`src/rtl/csms_regs.vh`:
```
/*
 * Register offsets, field positions, reset values and encodings of the
 * clock source and mode select block.
 * Assumes a 32-bit AXI4-Lite slave with one aligned word per register.
 */
`ifndef CSMS_REGS_VH
`define CSMS_REGS_VH

// ----------------------------------------------------------------------
// Register byte offsets
// ----------------------------------------------------------------------
`define CSMS_OFS_SELECT     4'h0
`define CSMS_OFS_RANGE      4'h4
`define CSMS_OFS_TRIM       4'h8
`define CSMS_OFS_STATUS     4'hC
`define CSMS_ADDR_W         4

// ----------------------------------------------------------------------
// Reset values
// ----------------------------------------------------------------------
`define CSMS_SELECT_RST     8'h04
`define CSMS_RANGE_RST      8'h40
`define CSMS_TRIM_RST       8'h80

// ----------------------------------------------------------------------
// Select control fields
// ----------------------------------------------------------------------
`define CSMS_SRC_HI         7
`define CSMS_SRC_LO         6
`define CSMS_REFERENCE_DIVIDER_HI        5
`define CSMS_REFERENCE_DIVIDER_LO        3
`define CSMS_LOOP_REFERENCE_SELECT_BIT      2
`define CSMS_INTERNAL_REF_OUTPUT_ENABLE_BIT    1
`define CSMS_INTERNAL_REF_STOP_KEEP_BIT   0

// ----------------------------------------------------------------------
// Range control fields
// ----------------------------------------------------------------------
`define CSMS_BUS_DIVIDER_HI        7
`define CSMS_BUS_DIVIDER_LO        6
`define CSMS_LP_BIT         3
`define CSMS_ERCLKEN_BIT    1
`define CSMS_EREFSTEN_BIT   0

// ----------------------------------------------------------------------
// Status fields
// ----------------------------------------------------------------------
`define CSMS_ST_IREF_BIT    4
`define CSMS_ST_SRC_HI      3
`define CSMS_ST_SRC_LO      2
`define CSMS_ST_LOOP_BIT    1

// ----------------------------------------------------------------------
// Clock source encodings
// ----------------------------------------------------------------------
`define CSMS_SRC_LOOP       2'h0
`define CSMS_SRC_INT        2'h1
`define CSMS_SRC_EXT        2'h2
`define CSMS_SRC_RSVD       2'h3

// ----------------------------------------------------------------------
// Divider widths and fixed shifts
// ----------------------------------------------------------------------
`define CSMS_SHIFT_W        3
`define CSMS_CNT_W          7
`define CSMS_SHIFT_HALF     3'h1

// ----------------------------------------------------------------------
// AXI responses
// ----------------------------------------------------------------------
`define CSMS_RESP_OKAY      2'h0
`define CSMS_RESP_SLVERR    2'h2

`endif

```
`src/rtl/csms_pdiv.v`:
```
/*
 * Power-of-two divider of a tick stream: passes one tick in 2**shift.
 * Assumes tick_in is a one-cycle enable synchronous to aclk.
 */
`timescale 1ns/1ps
`include "csms_regs.vh"

module csms_pdiv (
    aclk,
    aresetn,
    run,
    tick_in,
    shift,
    tick_out
);
    input  wire                      aclk;
    input  wire                      aresetn;
    input  wire                      run;
    input  wire                      tick_in;
    input  wire [`CSMS_SHIFT_W-1:0]  shift;
    output reg                       tick_out;

    reg  [`CSMS_CNT_W-1:0] cnt_reg;
    wire [`CSMS_CNT_W-1:0] mask;

    // ------------------------------------------------------------------
    // Divide
    // ------------------------------------------------------------------
    // Mask of the low counter bits that must all be set for a pass
    assign mask = ~({`CSMS_CNT_W{1'b1}} << shift);

    always @(posedge aclk) begin
        if (!aresetn) begin
            cnt_reg  <= {`CSMS_CNT_W{1'b0}};
            tick_out <= 1'b0;
        end else if (!run) begin
            // Restart cleanly so a new ratio takes effect from zero
            cnt_reg  <= {`CSMS_CNT_W{1'b0}};
            tick_out <= 1'b0;
        end else begin
            tick_out <= tick_in && ((cnt_reg & mask) == mask);
            if (tick_in) begin
                cnt_reg <= cnt_reg + {{(`CSMS_CNT_W-1){1'b0}}, 1'b1};
            end
        end
    end

endmodule

```
`src/rtl/csms_top.v`:
```
/*
 * Clock source and mode select: source choice, reference divider,
 * bus divider, loop enable and stop handling, with AXI4-Lite registers.
 * Assumes ticks, stop and debug levels all synchronous to aclk.
 */
// The register addresses and the AXI4-Lite slave port are this design's own decisions.
`timescale 1ns/1ps
`include "csms_regs.vh"

module csms_top (
    aclk,
    aresetn,
    s_axi_awaddr,
    s_axi_awvalid,
    s_axi_awready,
    s_axi_wdata,
    s_axi_wstrb,
    s_axi_wvalid,
    s_axi_wready,
    s_axi_bresp,
    s_axi_bvalid,
    s_axi_bready,
    s_axi_araddr,
    s_axi_arvalid,
    s_axi_arready,
    s_axi_rdata,
    s_axi_rresp,
    s_axi_rvalid,
    s_axi_rready,
    loop_tick,
    internal_ref_tick,
    external_ref_tick,
    stop_mode,
    background_debug_active,
    loop_reference_tick,
    loop_enable,
    clock_unit_output,
    bus_clock_tick,
    background_debug_clock,
    internal_ref_clock_out,
    internal_ref_running,
    external_ref_running,
    trim_value
);
    input  wire        aclk;
    input  wire        aresetn;
    input  wire [31:0] s_axi_awaddr;
    input  wire        s_axi_awvalid;
    output wire        s_axi_awready;
    input  wire [31:0] s_axi_wdata;
    input  wire [3:0]  s_axi_wstrb;
    input  wire        s_axi_wvalid;
    output wire        s_axi_wready;
    output reg  [1:0]  s_axi_bresp;
    output reg         s_axi_bvalid;
    input  wire        s_axi_bready;
    input  wire [31:0] s_axi_araddr;
    input  wire        s_axi_arvalid;
    output wire        s_axi_arready;
    output reg  [31:0] s_axi_rdata;
    output reg  [1:0]  s_axi_rresp;
    output reg         s_axi_rvalid;
    input  wire        s_axi_rready;
    input  wire        loop_tick;
    input  wire        internal_ref_tick;
    input  wire        external_ref_tick;
    input  wire        stop_mode;
    input  wire        background_debug_active;
    output wire        loop_reference_tick;
    output reg         loop_enable;
    output reg         clock_unit_output;
    output wire        bus_clock_tick;
    output reg         background_debug_clock;
    output reg         internal_ref_clock_out;
    output reg         internal_ref_running;
    output reg         external_ref_running;
    output wire [7:0]  trim_value;

    // ------------------------------------------------------------------
    // Decode helpers
    // ------------------------------------------------------------------
    // Returns {hit, index} for a byte address
    function [2:0] csms_decode;
        input [31:0] addr;
        begin
            case (addr[`CSMS_ADDR_W-1:0])
                `CSMS_OFS_SELECT: csms_decode = 3'h4;
                `CSMS_OFS_RANGE:  csms_decode = 3'h5;
                `CSMS_OFS_TRIM:   csms_decode = 3'h6;
                `CSMS_OFS_STATUS: csms_decode = 3'h7;
                default:          csms_decode = 3'h0;
            endcase
            if (|addr[31:`CSMS_ADDR_W]) begin
                csms_decode = 3'h0;
            end
        end
    endfunction

    // Effective source: the reserved code folds onto the loop output
    function [1:0] csms_source;
        input [1:0] field;
        begin
            case (field)
                `CSMS_SRC_INT: csms_source = `CSMS_SRC_INT;
                `CSMS_SRC_EXT: csms_source = `CSMS_SRC_EXT;
                `CSMS_SRC_LOOP: csms_source = `CSMS_SRC_LOOP;
                default:       csms_source = `CSMS_SRC_LOOP;
            endcase
        end
    endfunction

    // ------------------------------------------------------------------
    // Registers
    // ------------------------------------------------------------------
    reg  [7:0]  select_reg;
    reg  [7:0]  range_reg;
    reg  [7:0]  trim_reg;
    reg  [31:0] awaddr_reg;
    reg         aw_held_reg;
    reg  [7:0]  wdata_reg;
    reg         wlane_reg;
    reg         w_held_reg;
    reg         was_internal_reg;
    reg         was_external_reg;
    reg  [2:0]  wsel;
    reg  [2:0]  rsel;
    reg  [31:0] rword;

    wire [7:0]  status_word;

    assign trim_value = trim_reg;

    // ------------------------------------------------------------------
    // AXI write channel
    // ------------------------------------------------------------------
    // Address and data are caught separately; the write lands when both
    // are held and no response is still waiting.
    assign s_axi_awready = !aw_held_reg && !s_axi_bvalid;
    assign s_axi_wready  = !w_held_reg && !s_axi_bvalid;

    always @* begin
        wsel = csms_decode(awaddr_reg);
    end

    always @(posedge aclk) begin
        if (!aresetn) begin
            awaddr_reg   <= 32'h00000000;
            aw_held_reg  <= 1'b0;
            wdata_reg    <= 8'h00;
            wlane_reg    <= 1'b0;
            w_held_reg   <= 1'b0;
            s_axi_bvalid <= 1'b0;
            s_axi_bresp  <= `CSMS_RESP_OKAY;
            select_reg   <= `CSMS_SELECT_RST;
            range_reg    <= `CSMS_RANGE_RST;
            trim_reg     <= `CSMS_TRIM_RST;
        end else begin
            if (s_axi_awvalid && s_axi_awready) begin
                awaddr_reg  <= s_axi_awaddr;
                aw_held_reg <= 1'b1;
            end
            if (s_axi_wvalid && s_axi_wready) begin
                wdata_reg  <= s_axi_wdata[7:0];
                wlane_reg  <= s_axi_wstrb[0];
                w_held_reg <= 1'b1;
            end
            if (aw_held_reg && w_held_reg) begin
                aw_held_reg  <= 1'b0;
                w_held_reg   <= 1'b0;
                s_axi_bvalid <= 1'b1;
                s_axi_bresp  <= wsel[2] ? `CSMS_RESP_OKAY
                                        : `CSMS_RESP_SLVERR;
                // Only byte lane 0 carries register bits
                if (wlane_reg) begin
                    case (wsel)
                        3'h4:    select_reg <= wdata_reg;
                        3'h5:    range_reg  <= wdata_reg;
                        3'h6:    trim_reg   <= wdata_reg;
                        default: select_reg <= select_reg;
                    endcase
                end
            end else if (s_axi_bvalid && s_axi_bready) begin
                s_axi_bvalid <= 1'b0;
            end
        end
    end

    // ------------------------------------------------------------------
    // AXI read channel
    // ------------------------------------------------------------------
    assign s_axi_arready = !s_axi_rvalid;

    always @* begin
        rsel  = csms_decode(s_axi_araddr);
        rword = 32'h00000000;
        case (rsel)
            3'h4:    rword[7:0] = select_reg;
            3'h5:    rword[7:0] = range_reg;
            3'h6:    rword[7:0] = trim_reg;
            3'h7:    rword[7:0] = status_word;
            default: rword      = 32'h00000000;
        endcase
    end

    always @(posedge aclk) begin
        if (!aresetn) begin
            s_axi_rvalid <= 1'b0;
            s_axi_rdata  <= 32'h00000000;
            s_axi_rresp  <= `CSMS_RESP_OKAY;
        end else if (s_axi_arvalid && s_axi_arready) begin
            s_axi_rvalid <= 1'b1;
            s_axi_rdata  <= rword;
            s_axi_rresp  <= rsel[2] ? `CSMS_RESP_OKAY : `CSMS_RESP_SLVERR;
        end else if (s_axi_rvalid && s_axi_rready) begin
            s_axi_rvalid <= 1'b0;
        end
    end

    // ------------------------------------------------------------------
    // Mode decode
    // ------------------------------------------------------------------
    wire [1:0] source;
    wire       iref_sel;
    wire       bypassed;
    wire       lp_bit;
    wire       ext_lp_bypass;
    wire       int_lp_bypass;
    wire       int_mode;
    wire       ext_mode;
    wire       loop_on;
    wire       keep_int;
    wire       keep_ext;

    assign source   = csms_source(select_reg[`CSMS_SRC_HI:`CSMS_SRC_LO]);
    assign iref_sel = select_reg[`CSMS_LOOP_REFERENCE_SELECT_BIT];
    assign lp_bit   = range_reg[`CSMS_LP_BIT];
    assign bypassed = (source != `CSMS_SRC_LOOP);
    assign ext_lp_bypass = (source == `CSMS_SRC_EXT) && lp_bit;
    assign int_lp_bypass = (source == `CSMS_SRC_INT) && lp_bit;
    // Internal modes: loop on internal reference, or bypassed onto it
    assign int_mode = (!bypassed && iref_sel) || (source == `CSMS_SRC_INT);
    assign ext_mode = (!bypassed && !iref_sel) || (source == `CSMS_SRC_EXT);

    assign loop_on = !stop_mode &&
        !(bypassed && lp_bit && !background_debug_active);

    // Mode before stop decides which reference stays alive
    always @(posedge aclk) begin
        if (!aresetn) begin
            was_internal_reg <= 1'b1;
            was_external_reg <= 1'b0;
        end else if (!stop_mode) begin
            was_internal_reg <= int_mode;
            was_external_reg <= ext_mode;
        end
    end

    assign keep_int = select_reg[`CSMS_INTERNAL_REF_STOP_KEEP_BIT] &&
        (select_reg[`CSMS_INTERNAL_REF_OUTPUT_ENABLE_BIT] || was_internal_reg);
    assign keep_ext = range_reg[`CSMS_EREFSTEN_BIT]
                      && (range_reg[`CSMS_ERCLKEN_BIT] || was_external_reg);

    // ------------------------------------------------------------------
    // Reference path to the loop
    // ------------------------------------------------------------------
    wire ref_tick;

    assign ref_tick = iref_sel ? internal_ref_tick : external_ref_tick;

    csms_pdiv u_ref_div (
        .aclk     (aclk),
        .aresetn  (aresetn),
        .run      (loop_on),
        .tick_in  (ref_tick),
        .shift    (select_reg[`CSMS_REFERENCE_DIVIDER_HI:`CSMS_REFERENCE_DIVIDER_LO]),
        .tick_out (loop_reference_tick)
    );

    // ------------------------------------------------------------------
    // Source select and bus divider
    // ------------------------------------------------------------------
    reg        src_tick;
    wire       div_tick;
    wire [2:0] bus_shift;

    always @* begin
        case (source)
            `CSMS_SRC_INT: src_tick = internal_ref_tick;
            `CSMS_SRC_EXT: src_tick = external_ref_tick;
            default:       src_tick = loop_tick && loop_on;
        endcase
    end

    // Two-bit code widened to a shift of 0 to 3
    assign bus_shift = {1'b0, range_reg[`CSMS_BUS_DIVIDER_HI:`CSMS_BUS_DIVIDER_LO]};

    csms_pdiv u_bus_div (
        .aclk     (aclk),
        .aresetn  (aresetn),
        .run      (!stop_mode),
        .tick_in  (src_tick),
        .shift    (bus_shift),
        .tick_out (div_tick)
    );

    csms_pdiv u_half_div (
        .aclk     (aclk),
        .aresetn  (aresetn),
        .run      (!stop_mode),
        .tick_in  (div_tick),
        .shift    (`CSMS_SHIFT_HALF),
        .tick_out (bus_clock_tick)
    );

    // ------------------------------------------------------------------
    // Registered clock and level outputs
    // ------------------------------------------------------------------
    reg dbg_phase_reg;

    always @(posedge aclk) begin
        if (!aresetn) begin
            loop_enable            <= 1'b0;
            clock_unit_output      <= 1'b0;
            background_debug_clock <= 1'b0;
            internal_ref_clock_out <= 1'b0;
            internal_ref_running   <= 1'b0;
            external_ref_running   <= 1'b0;
            dbg_phase_reg          <= 1'b0;
        end else begin
            loop_enable       <= loop_on;
            clock_unit_output <= div_tick && !stop_mode;
            // Debug clock is a fixed half of the loop output; it is absent
            // in the low-power bypasses even when debug holds the loop up
            if (loop_tick && loop_on) begin
                dbg_phase_reg <= !dbg_phase_reg;
            end
            background_debug_clock <= loop_tick && loop_on && dbg_phase_reg
                                      && !ext_lp_bypass
                                      && !int_lp_bypass;
            internal_ref_running <= !stop_mode || keep_int;
            external_ref_running <= !stop_mode || keep_ext;
            internal_ref_clock_out <= internal_ref_tick
                                      && select_reg[`CSMS_INTERNAL_REF_OUTPUT_ENABLE_BIT]
                                      && (!stop_mode || keep_int);
        end
    end

    // ------------------------------------------------------------------
    // Status word
    // ------------------------------------------------------------------
    assign status_word = {3'h0, iref_sel, source, loop_on, 1'b0};

endmodule

```
`config.mk`:
```
export PLATFORM = sky130hd
export DESIGN_NAME = csms_top
export DESIGN_NICKNAME = d
export VERILOG_FILES = /design/src/rtl/csms_pdiv.v /design/src/rtl/csms_top.v
export VERILOG_INCLUDE_DIRS = /design/src /design/src/rtl
export SDC_FILE = /design/constraint.sdc
export NUM_CORES = 1
export LEC_CHECK = 0
export BUFFER_PORTS_ARGS = -buffer_cell sky130_fd_sc_hd__buf_2
export CAP_MARGIN = 20
export CORE_AREA = 5 5 107 109
export DETAILED_ROUTE_END_ITERATION = 16
export DIE_AREA = 0 0 112 114
export GPL_ROUTABILITY_DRIVEN = 0
export GPL_TIMING_DRIVEN = 0
export HOLD_SLACK_MARGIN = 0.12
export PLACE_DENSITY_LB_ADDON = 0.12
export SKIP_CTS_REPAIR_TIMING = 1
export SYNTH_ARGS = -nofsm -noshare
export SYNTH_HDL_FRONTEND = slang
export SYNTH_SLANG_ARGS = --single-unit
```
`constraint.sdc`:
```
create_clock -name aclk -period 2 [get_ports aclk]
set_input_delay 0.1 -clock aclk [delete_from_list [all_inputs] [get_ports aclk]]
set_output_delay 0.1 -clock aclk [all_outputs]
set_load 0.005 [all_outputs]
```
# Yosys cells after proc, flatten, opt, wreduce, memory -nomap -nowiden
# Cells that the tools add are included.
# W data, S select, Z words.
totals:
  ff_bits: 114
  input_bits: 112
  out_inout_bits: 57
  wordCells: 129
classes:
  n_addsub: 3
  n_eq_ne: 19
  shifts: 2
  mux: 14
  bitwise_logic: 5
  reduce_logical: 58
op_table:
  columns: ["operator", "count"]
  rows:
  - ["$reduce_or A28 Y1", 2]
  - ["$pmux W8 S4", 1]
  - ["$logic_and A1 B1 Y1", 27]
  - ["$pmux W3 S4", 2]
  - ["$add A7 B1 Y7 const B", 3]
  - ["$eq A3 B3 Y1 const B", 7]
  - ["$eq A4 B4 Y1 const B", 4]
  - ["$and A7 B7 Y7", 2]
  - ["$eq A7 B7 Y1", 2]
  - ["$not A7 Y7", 2]
  - ["$logic_not A1 Y1", 12]
  - ["$reduce_and A3 Y1", 3]
  - ["$eq A4 B3 Y1 const B", 2]
  - ["$logic_not A4 Y1", 2]
  - ["$shl A7 B2 Y7 const A", 1]
  - ["$shl A7 B3 Y7 const A", 1]
  - ["$logic_or A1 B1 Y1", 6]
  - ["$mux W3", 2]
  - ["$reduce_bool A2 Y1", 3]
  - ["$mux W1", 5]
  - ["$eq A2 B1 Y1 const B", 2]
  - ["$eq A2 B2 Y1 const B", 2]
  - ["$mux W2", 2]
  - ["$pmux W2 S2", 1]
  - ["other kinds (4)", 5]

# Depth between registers and ports, before layout
# Gate-level depths: netlist of run 1.
depth:
  ltp_word: 11
  ltp_mapped: 7
  mapped_depth_nobuf: 6

# By module
# A second synthesis of run 1 with hierarchy kept.
hier_totals:
  hier_cells: 574
  hier_area_um2: 4971.0
modules_own_cells:
  columns: ["mod", "instances", "cells_per_inst", "area_each_um2", "seq_area_each_um2"]
  rows:
  - ["csms_top", 1, 442, 3826.2, 1761.7]
  - ["csms_pdiv", 3, 44, 381.6, 160.2]

# Worst setup path before layout of run 1
# OpenSTA, ideal clock, no wires.
synth_path:
  kind: "register to register"
  start: "register select_reg[6]"
  end: "register u_ref_div.tick_out"
  setup_ps: 95
  arrival_time_ps: 1821
  t_required_ps: 1905
  setup_slack_ps: 84
  stages_incl_launch_ff: 8
  n_path_buf: 1
  period_less_slack_ps: 1916
  path_cell_list: "dfxtp_1 inv_1 ha_1 nor3b_1 or2_2 clkbuf_1 or3_1 a221oi_1"
synth_via:
  elab_chain_cells: 8
  word_cells_on_any_way: 9
  classes_between: "2 x eq/ne; 1 x mux; 6 x reduce/logical"
synth_rtl:
  columns: ["item", "line", "rtl"]
  rows:
  - ["start: declaration", "csms_top.v:115", "reg [7:0] select_reg;"]
  - ["start signal: assignment", "csms_top.v:154", "select_reg <= `CSMS_SELECT_RST;"]
  - ["start signal: assignment", "csms_top.v:176", "3'h4: select_reg <= wdata_reg;"]
  - ["start signal: assignment", "csms_top.v:179", "default: select_reg <= select_reg;"]
  - ["$eq A2 B2 Y1 or $eq A2 B1 Y1 (tied branches)", "csms_top.v:103", "case (field)"]
  - ["$pmux W2 S2 (*)", "csms_top.v:103", null]
  - ["$reduce_bool A2 Y1 (no source line) (*)", null, null]
  - ["$logic_and A1 B1 Y1 (*) (2 in series)", "csms_top.v:245", "!(bypassed && lp_bit && !background_debug_active);"]
  - ["$logic_not A1 Y1 (*)", "csms_top.v:245", null]
  - ["$logic_and A1 B1 Y1 (*)", "csms_top.v:244", "assign loop_on = !stop_mode &&"]
  - ["$reduce_and A2 Y1 (no source line) (*)", null, null]
  - ["end signal: assignment", "csms_pdiv.v:41", "tick_out <= tick_in && ((cnt_reg & mask) == mask);"]
  - ["end: declaration", "csms_pdiv.v:21", "output reg tick_out;"]
# Mark *: on every way between the ends. The rest lies on a longest branch, timed or not.
# A chain may end at the register's enable or synchronous reset.

# Worst setup path after layout of run 1
layout_path:
  start: "register awaddr_reg[29]"
  end: "register trim_reg[3], in the netlist trim_value[3]"
layout_via:
  elab_chain_cells: 4
layout_rtl:
  columns: ["item", "line", "rtl"]
  rows:
  - ["start: declaration", "csms_top.v:118", "reg [31:0] awaddr_reg;"]
  - ["start signal: assignment", "csms_top.v:159", "awaddr_reg <= s_axi_awaddr;"]
  - ["$reduce_or A28 Y1", "csms_top.v:93", "if (|addr[31:`CSMS_ADDR_W]) begin"]
  - ["$mux W3", "csms_top.v:93", null]
  - ["$eq A3 B3 Y1", "csms_top.v:175", "case (wsel)"]
  - ["$reduce_and A3 Y1 (no source line)", null, null]
  - ["end signal: assignment", "csms_top.v:156", "trim_reg <= `CSMS_TRIM_RST;"]
  - ["end signal: assignment", "csms_top.v:178", "3'h6: trim_reg <= wdata_reg;"]
  - ["end: declaration", "csms_top.v:117", "reg [7:0] trim_reg;"]
# No other way between the ends.

==> flow_summary.yaml, run 1 <==
final_layout:
  area_delta_synth_final_pct: 34.80
  final_nets: 829
  drive_above_1_share: 0.2500
  fin_cells: 856
  diodes: 0
  fin_area_mm2: 0.006000
  largest_reg_flops: 32
  utilization: 0.5710
place:
  dpl_cell_area_mm2: 0.005290
  dpl.cell_count: 791
  hpwl_mm: 8.372
  port_buffers: 114
  dp_slack_ns: -0.1594
critical_path:
  cp_top_family: "simple AND/OR/NAND/NOR gates"
  r2r_cells: 5
  critical_path_class: "flop to flop"
  crit_chain: "nor4_4 -> nand4_2 -> or4_1 -> buf_6 -> mux2i_1"
  cp_slowest_stage_delay_ns: 0.59
  crit_fanout: 8
  crit_required_ns: 2.26
  start_kind: "flop"
  end_kind: "flop"
  r2r_slack_ns: 0.12
  cp_slowest_cell: "or4_1"
  worstReg2RegEnd: "trim_value[3]$_SDFFE_PN0P_"
  crit_arrival_ns: 2.14
  rr_startpoint: "awaddr_reg[29]$_SDFFE_PN0P_"
  crit_buf_inv: 1
pwr:
  p_leak_nw: 2.614
  cellPowerDensity_mw_per_mm2: 672.9
  p_sw_frac: 0.2485
  seq_power_share: 0.535
  p_sw_mw: 1.003
  ir_drop_uv: 335.3
  intPower_mw: 3.034
  pwr-share-comb: 0.137
  clkPwrFrac: 0.328
clock_network:
  cts_tree: "yes"
  clock_sinks: 102
  numCtsBuffers: 9
  cts_buffer_depth: 2
  clk_pin_slew_ns: 0.09
  htreeDepth: 3
  clockRootBuffer: "clkbuf_8"
  insertion_delay_ns: 0.37
floorplan:
  initial_core_util: 0.4236
  placement_rows: 38
  die_w_um: 112
  core_mm2: 0.01051
  ioPinCount: 169
  dieArea_mm2: 0.01277
  die_h_um: 114
synthesis:
  seq_area_frac_synth: 0.4588
  postSynthCellCount: 512
  synth.avg_cell_area_um2: 8.692
  synth_area_mm2: 0.004451
  ys_ff_latch: 102
  yosysTopAreaCell: "dfxtp_1"
  async_reset_ff_frac: 0
  synth_edf_count: 0
  yosysUniqueCellTypes: 48
  synth.top_cell.area_share: 0.4588
  ys.flop_type: "dfxtp_1"
  yosysWarnings: 0
  synth_area_leaders: "dfxtp_1 (46%), nand2_1 (10%), mux2i_1 (6.7%)"
  synth_most_common_cell: "nand2_1"
  netlist_top_cells_count: "nand2_1 (124), dfxtp_1 (102), a21oi_1 (59)"
drt:
  antenna_left: 0
  wl_per_cell_um: 13.42
  num_vias: 4006
  drc_errors: 0
  wl_mm: 11.49
  drt_pass1_iterations: 4
  drtIter0Drc: 110
  vias_per_cell: 4.680
timing:
  rsz0062_at_grt: "true"
  setup_slack_ns: 0.1156
  whs_ns: 0.1486
  finalCritPeriodShare: 0.9422
  post-route-min-period_ns: 1.884
  slew_headroom: 0.6011
  clock_skew_ns: 0.01224
  drv_slew: 0
  setup_viol: 0
  hold_viol: 0
  max_freq_mhz: 530.7
  tightest_slew_ns: 0.5963
run_status:
  outcome: "complete, no violations"
grt:
  gr-total-overflow: 0
  grt_usage: 0.1674
  antenna_found_initial: 0
  grt_pass1_wl_mm: 17.31
  grt_max_degree: 16
  grt_pass1_vias: 3721
hold_path:
  hold_end: "awaddr_reg[4]$_SDFFE_PN0P_"
  hold_path.startpoint: "s_axi_awvalid"
  min-delay-path-class: "input port to flop"
  hold_depth: 4
run:
  cap_violations: 0
cells by family after synthesis:
kind of cell,Yosys count,share of synthesized area
other cells,1,0.0008426
fa+ha+maj,6,0.01687
flops,102,0.4588
xor+xnor,9,0.01771
mux,34,0.08518
simple gates,212,0.2345
compound gates,84,0.1082
buf+inv,64,0.07787
cell usage in the layout (no fill, tap or decap), drive strengths merged, types with 5 or more instances in the layout:
| cell type | synthesis | layout |
|---|---|---|
| conb | 1 | 26 |
| buf | 32 | 150 |
| inv | 14 | 14 |
| nand2b | 10 | 10 |
| and2 | 8 | 8 |
| xor2 | 5 | 5 |
| a21oi | 59 | 59 |
| dfxtp | 102 | 102 |
| clkbuf | 18 | 30 |
| nand4 | 8 | 8 |
| or3 | 6 | 6 |
| nand2 | 124 | 124 |
| o21ai | 8 | 8 |
| mux2i | 30 | 30 |
| nor2 | 25 | 25 |
| dlygate4sd3 | 0 | 46 |
| ha | 6 | 6 |
| nor4 | 15 | 15 |
power groups by stage:
stage / Clock [mW] / Sequential (mW) / Combinational (mW)
global placement: 0 / 2.20 / 0.459
floorplan: 0 / 2.19 / 0.298
CTS: 1.36 / 2.16 / 0.465
finish: 1.33 / 2.16 / 0.552
global route: 1.44 / 2.17 / 0.615
detailed placement: 0 / 2.20 / 0.464
cell type report:
| type | instances | area (um2) |
|---|---|---|
| Fill cell | 934 | 4508 |
| Clock inverter | 3 | 42.54 |
| Clock buffer | 13 | 158.9 |
| Sequential cell | 102 | 2043 |
| Buffer | 49 | 290.3 |
| Tap cell | 140 | 175.2 |
| Inverter | 14 | 52.55 |
| Timing Repair Buffer | 164 | 1061 |
| Multi-Input combinational cell | 371 | 2176 |
metal layers:
metal | up-vias | routed length, um | global-route usage
met5 | - | 0 | 0
met4 | 0 | 156 | 0.06811
met3 | 11 | 577 | 0.03660
met2 | 93 | 5691 | 0.2826
met1 | 1828 | 5065 | 0.2088
li1 | 2074 | - | -
through the flow:
step | TNS [ns] | total power, mW
6_report | 0 | 4.037
5_1_grt | -0.07576 | 4.223
4_1_cts | -0.8569 | 3.979
3_5_place_dp | -0.6300 | 2.668
3_3_place_gp | -0.3825 | 2.658
2_1_floorplan | 0 | 2.490
tightest hold or removal path, delay by kind of cell:
family,cells,cell delay [ns]
buf+inv,1,0.09
compound gates,1,0.05
simple gates,2,0.23
worst max path at each step:
stage                                      from                       endpoint  slack (ns)  cells past startpoint
global route         select_reg[6]$_SDFFE_PN0P_  u_bus_div.tick_out$_SDFF_PP0_       -0.04                      6
global placement     select_reg[6]$_SDFFE_PN0P_  u_ref_div.tick_out$_SDFF_PN0_       -0.16                      7
finish              awaddr_reg[29]$_SDFFE_PN0P_     trim_value[3]$_SDFFE_PN0P_        0.12                      5
detailed placement   select_reg[6]$_SDFFE_PN0P_  u_ref_div.tick_out$_SDFF_PN0_       -0.16                      7
floorplan            select_reg[6]$_SDFFE_PN0P_  u_ref_div.tick_out$_SDFF_PN0_        0.08                      7
CTS                  select_reg[6]$_SDFFE_PN0P_  u_ref_div.tick_out$_SDFF_PN0_       -0.18                      7
No activity file was read; power rests on OpenSTA's default activity.
==> run 2: changes to the inputs <==
ABC_AREA = 1   (was default)
CORE_AREA = 2 2 104 106   (was 5 5 107 109)
DIE_AREA = 0 0 106 108   (was 0 0 112 114)
==> run 2 against run 1 <==
Worst setup slack better by 0.031 ns. Register-to-register slack better by 0.03 ns. Area after synthesis rose by 0.70%. Critical path type unchanged.
==> flow_summary.yaml, run 2 <==
run_status:
  outcome: "complete, no violations"
timing:
  post-route-min-period_ns: 1.853
  setup_viol: 0
  finalSetupTns_ns: 0
  clock_skew_ns: 0.01253
  tightest_slew_ns: 0.5855
  slew_headroom: 0.6097
  max_freq_mhz: 539.7
  drv_slew: 0
  hold_viol: 0
  finalCritPeriodShare: 0.9265
synthesis:
  synth_area_leaders: "dfxtp_1 (46%), nor2_1 (14%), nand2_1 (7.4%)"
  postSynthCellCount: 620
  synth.avg_cell_area_um2: 7.229
  seq_area_frac_synth: 0.4556
  ys.flop_type: "dfxtp_1"
  ys_ff_latch: 102
  netlist_top_cells_count: "nor2_1 (162), dfxtp_1 (102), nand2_1 (88)"
  async_reset_ff_frac: 0
  synth.top_cell.area_share: 0.4556
  yosysTopAreaCell: "dfxtp_1"
  yosysWarnings: 0
  synth_edf_count: 0
  synth_most_common_cell: "nor2_1"
  yosysUniqueCellTypes: 32
  synth_area_mm2: 0.004482
grt:
  gr-total-overflow: 0
  grtUsageMet1: 0.2449
  grt_usage: 0.1925
  antenna_found_initial: 0
  grt_max_degree: 18
  busiest_layer: "met2"
  grt_use_met2: 0.3249
  grt_pass1_wl_mm: 17.68
  grt_pass1_vias: 3872
  use_met3: 0.03195
run:
  cap_violations: 0
floorplan:
  die_h_um: 108
  core_mm2: 0.01023
  ioPinCount: 169
  dieArea_mm2: 0.01145
  initial_core_util: 0.4381
  die_w_um: 106
  placement_rows: 37
final_layout:
  fillCellCount: 988
  layout_common_cells: "nor2_1 (162), buf_2 (118), dfxtp_1 (101)"
  largest_reg_flops: 32
  area_delta_synth_final_pct: 34.09
  drive_above_1_share: 0.2124
  mostFrequentLayoutCell: "nor2_1"
  utilization: 0.5874
  diodes: 0
  final_nets: 937
  fin_cells: 960
clock_network:
  clk_pin_slew_ns: 0.10
  clock_sinks: 102
  cts_tree: "yes"
  htreeDepth: 3
  numCtsBuffers: 9
  cts_buffer_depth: 2
  insertion_delay_ns: 0.38
  clockRootBuffer: "clkbuf_8"
critical_path:
  crit_chain: "inv_1 -> ha_1 -> inv_1 -> nand3b_1 -> nand2_1 -> inv_1 -> nand2_2 -> o21ai_4 -> nand2_1 -> o21ai_1 -> a21oi_1"
  start_kind: "flop"
  critical_path_class: "flop to flop"
  cp_slowest_stage_delay_ns: 0.37
  cp_slowest_cell: "dfxtp_2"
  crit_arrival_ns: 2.14
  cp_top_family: "simple AND/OR/NAND/NOR gates"
  crit_required_ns: 2.28
  crit_top_cell: "inv_1"
  crit_buf_inv: 3
  crit_fanout: 6
  end_kind: "flop"
place:
  hpwl_mm: 8.598
  dpl.cell_count: 896
  port_buffers: 115
drt:
  antenna_left: 0
  drt_pass1_iterations: 4
  wl_mm: 11.67
  vias_per_cell: 4.636
  drtIter0Drc: 135
  wl_per_cell_um: 12.16
  num_vias: 4451
  drc_errors: 0
pwr:
  cellPowerDensity_mw_per_mm2: 665.2
  p_leak_nw: 2.841
  ir_drop_uv: 387.3
hold_path:
  min-delay-path-class: "input port to flop"
[run 2: cell types whose count changed in the layout (fill, tap and decap cells not counted), moves of 6 or more]
cell,previous run,this run
nand4_1,6,33
inv_1,14,41
nand3_1,1,11
nor2_1,25,162
or3_1,6,0
nand2b_1,10,0
a21oi_1,59,26
o21ai_0,8,54
mux2i_1,30,0
and2_1,8,0
nand2_1,124,87
o21ai_1,0,13
[run 2: final timing paths]
check / depth (start not counted) / endpoint / start / slack (ns)
worst min register to register: 2 / u_half_div.tick_out$_SDFF_PP0_ / u_half_div.cnt_reg[0]$_SDFFE_PP0P_ / 0.46
worst max-delay path: 11 / u_bus_div.cnt_reg[2]$_SDFFE_PP0P_ / select_reg[6]$_SDFFE_PN0P_ / 0.15
worst max register to register: 11 / u_bus_div.cnt_reg[2]$_SDFFE_PP0P_ / select_reg[6]$_SDFFE_PN0P_ / 0.15
worst min-delay path: 3 / background_debug_clock$_SDFF_PN0_ / aresetn / 0.14
[run 2: power breakdown]
part,total [mW],internal [mW],switching (mW)
sequential,2.20,2.13,0.0688
combinational,0.542,0.265,0.277
clock,1.26,0.529,0.726
total,4.00,2.93,1.07
[run 2: per-layer routing]
metal / vias to the layer above / part of all wire
li1: 2367 / -
met1: 1937 / 0.45
met2: 124 / 0.48
met3: 23 / 0.047
met4: 0 / 0.024
met5: - / 0
[run 2: layout make-up]
| cell class | count | area (um2) | share of cell area |
|---|---|---|---|
| plain buffers | 49 | 304.0 | 0.05059 |
| clock buffers | 11 | 151.4 | 0.02519 |
| clock inverters | 5 | 41.29 | 0.006871 |
| inverters | 45 | 168.9 | 0.02811 |
| multi-input cells | 449 | 2074 | 0.3452 |
| flip-flops and latches | 102 | 2043 | 0.3400 |
| well taps | 136 | 170.2 | 0.02832 |
| repair buffers | 163 | 1056 | 0.1757 |
[run 2: cells by family (layout without fill, tap and decap cells)]
family                   count (synthesis)  after routing  share of synthesized area
buffers and inverters                   94            273                     0.1055
adder cells (fa/ha/maj)                  6              6                    0.01675
other                                    1             26                  0.0008367
AO/OA/AOI/OAI                          102            102                     0.1173
flip-flops                             102            102                     0.4556
XOR/XNOR                                 2              2                   0.003909
AND/OR/NAND/NOR                        313            313                     0.3001
[run 2: worst min-delay path: cells and delay by family]
kind | cells | cell delay [ns]
buffers and inverters | 2 | 0.29
and+or+nand+nor | 1 | 0.09
[run 2: stage by stage]
step / power [mW] / instance area [um2] / hold slack, ns / setup WS (ns)
6_report: 3.998 / 6010 / 0.1353 / 0.1471
3_3_place_gp: 2.700 / 5321 / 0.3062 / 0.05973
3_5_place_dp: 2.712 / 5321 / 0.3046 / -0.007399
2_1_floorplan: 2.527 / 4576 / 0.1959 / 0.3284
4_1_cts: 3.953 / 5514 / -0.09329 / -0.01320
5_1_grt: 4.187 / 6010 / 0.1582 / -0.004778
==> run 3: changes to the inputs <==
SETUP_SLACK_MARGIN = 0.15   (was default)
==> run 3 against run 2 <==
Clock power is essentially flat. Worst setup slack better by 0.094 ns. Largest power group unchanged. Clock-buffer cell count unchanged. Global-route usage unchanged. Largest cell class unchanged. Critical endpoint unchanged. Die area unchanged. First-iteration DRC count rose by 14%. Sequential share of layout area is 0.25 points lower. Non-clock buffer count up 3. Sequential cell count is the same.
==> flow_summary.yaml, run 3 (same netlist as run 2, synthesis figures left out) <==
timing:
  whs_ns: 0.1098
  post-route-min-period_ns: 1.759
  rsz0062_at_grt: "true"
  drv_slew: 0
  max_freq_mhz: 568.5
  setup_slack_ns: 0.2411
  slew_headroom: 0.6114
  finalCritPeriodShare: 0.8795
  clock_skew_ns: 0.01244
  setup_viol: 0
  hold_viol: 0
  finalSetupTns_ns: 0
  tightest_slew_ns: 0.5830
clock_network:
  clk_pin_slew_ns: 0.10
  insertion_delay_ns: 0.38
  cts_tree: "yes"
  clock_sinks: 102
  cts_buffer_depth: 2
  clockRootBuffer: "clkbuf_8"
  numCtsBuffers: 9
  htreeDepth: 3
drt:
  drc_errors: 0
  antenna_left: 0
  wl_mm: 11.76
  drt_pass1_iterations: 4
  wl_per_cell_um: 12.21
  num_vias: 4475
  vias_per_cell: 4.647
  drtIter0Drc: 154
place:
  port_buffers: 115
  dpl_cell_area_mm2: 0.005321
  hpwl_mm: 8.598
  dp_slack_ns: -0.007399
final_layout:
  drive_above_1_share: 0.2189
  multi_input_area_mm2: 0.002100
  fillCellCount: 980
  largest_reg_flops: 32
  final_nets: 940
  fin_area_mm2: 0.006062
  area_delta_synth_final_pct: 35.26
  diodes: 0
  regArea_mm2: 0.002046
  layout_common_cells: "nor2_1 (162), buf_2 (118), dfxtp_1 (101)"
  mostFrequentLayoutCell: "nor2_1"
critical_path:
  critical_path_class: "flop to flop"
  cp_slowest_cell: "dfxtp_4"
  crit_fanout: 6
  cp_slowest_stage_delay_ns: 0.37
  end_kind: "flop"
  crit_required_ns: 2.28
  crit_chain: "inv_1 -> ha_4 -> inv_1 -> nand3b_1 -> nand2_1 -> inv_2 -> nand2_2 -> o21ai_4 -> nand2_1 -> o21ai_1 -> a21oi_1"
  crit_arrival_ns: 2.04
  start_kind: "flop"
grt:
  grt_pass1_wl_mm: 17.68
  gr-total-overflow: 0
  grt_usage: 0.1925
  grt_pass1_vias: 3872
  grt_max_degree: 18
  antenna_found_initial: 0
floorplan:
  die_h_um: 108
  initial_core_util: 0.4381
  die_w_um: 106
  dieArea_mm2: 0.01145
  core_mm2: 0.01023
  ioPinCount: 169
  placement_rows: 37
run:
  cap_violations: 0
pwr:
  ir_drop_uv: 388.4
  cellPowerDensity_mw_per_mm2: 660.9
  p_leak_nw: 2.856
  total_power_mw: 4.006
run_status:
  outcome: "complete, no violations"
hold_path:
  min-delay-path-class: "input port to flop"
run 3: metal layers:
layer / vias to the layer above / part of all wire / track usage / wire (um)
li1: 2374 / - / - / -
met1: 1962 / 0.45 / 0.2449 / 5270
met2: 114 / 0.48 / 0.3249 / 5675
met3: 25 / 0.044 / 0.03195 / 522
met4: 0 / 0.025 / 0.08177 / 289
met5: - / 0 / 0 / 0
run 3: worst paths after layout:
check                                     start                                end  slack (ns)  cells past startpoint
max reg2reg          select_reg[6]$_SDFFE_PN0P_  u_bus_div.cnt_reg[2]$_SDFFE_PP0P_        0.24                     11
min reg2reg  u_half_div.cnt_reg[0]$_SDFFE_PP0P_     u_half_div.tick_out$_SDFF_PP0_        0.45                      2
max                  select_reg[6]$_SDFFE_PN0P_  u_bus_div.cnt_reg[2]$_SDFFE_PP0P_        0.24                     11
min                                   stop_mode     u_half_div.tick_out$_SDFF_PP0_        0.11                      4
run 3: worst max-delay path, delay by kind of cell, from the launching register on:
family,cells,cell delay [ns]
fa+ha+maj,1,0.28
compound gates,3,0.39
buf+inv,3,0.26
flops,1,0.37
simple gates,4,0.37
run 3: per-stage QoR:
step | utilization | cells
6_report | 0.5925 | 963
5_1_grt | 0.5925 | 963
4_1_cts | 0.5390 | 912
3_5_place_dp | 0.5201 | 896
3_3_place_gp | 0.5201 | 896
2_1_floorplan | - | 645
run 3: power breakdown:
group	switching (mW)	total (mW)	internal [mW]	leakage, nW
registers	0.0715	2.20	2.13	0.835
clock network	0.728	1.26	0.529	0.0922
logic	0.278	0.547	0.269	1.93
run 3: final cells by class:
cell class                 count  share of cell area
buffer                        49             0.05015
clock buffer                  11             0.02497
sequential                   102              0.3375
inverter                      45             0.02786
tap                          136             0.02807
timing repair buffer         166              0.1783
clock inverter                 5            0.006811
multi-input combinational    449              0.3463
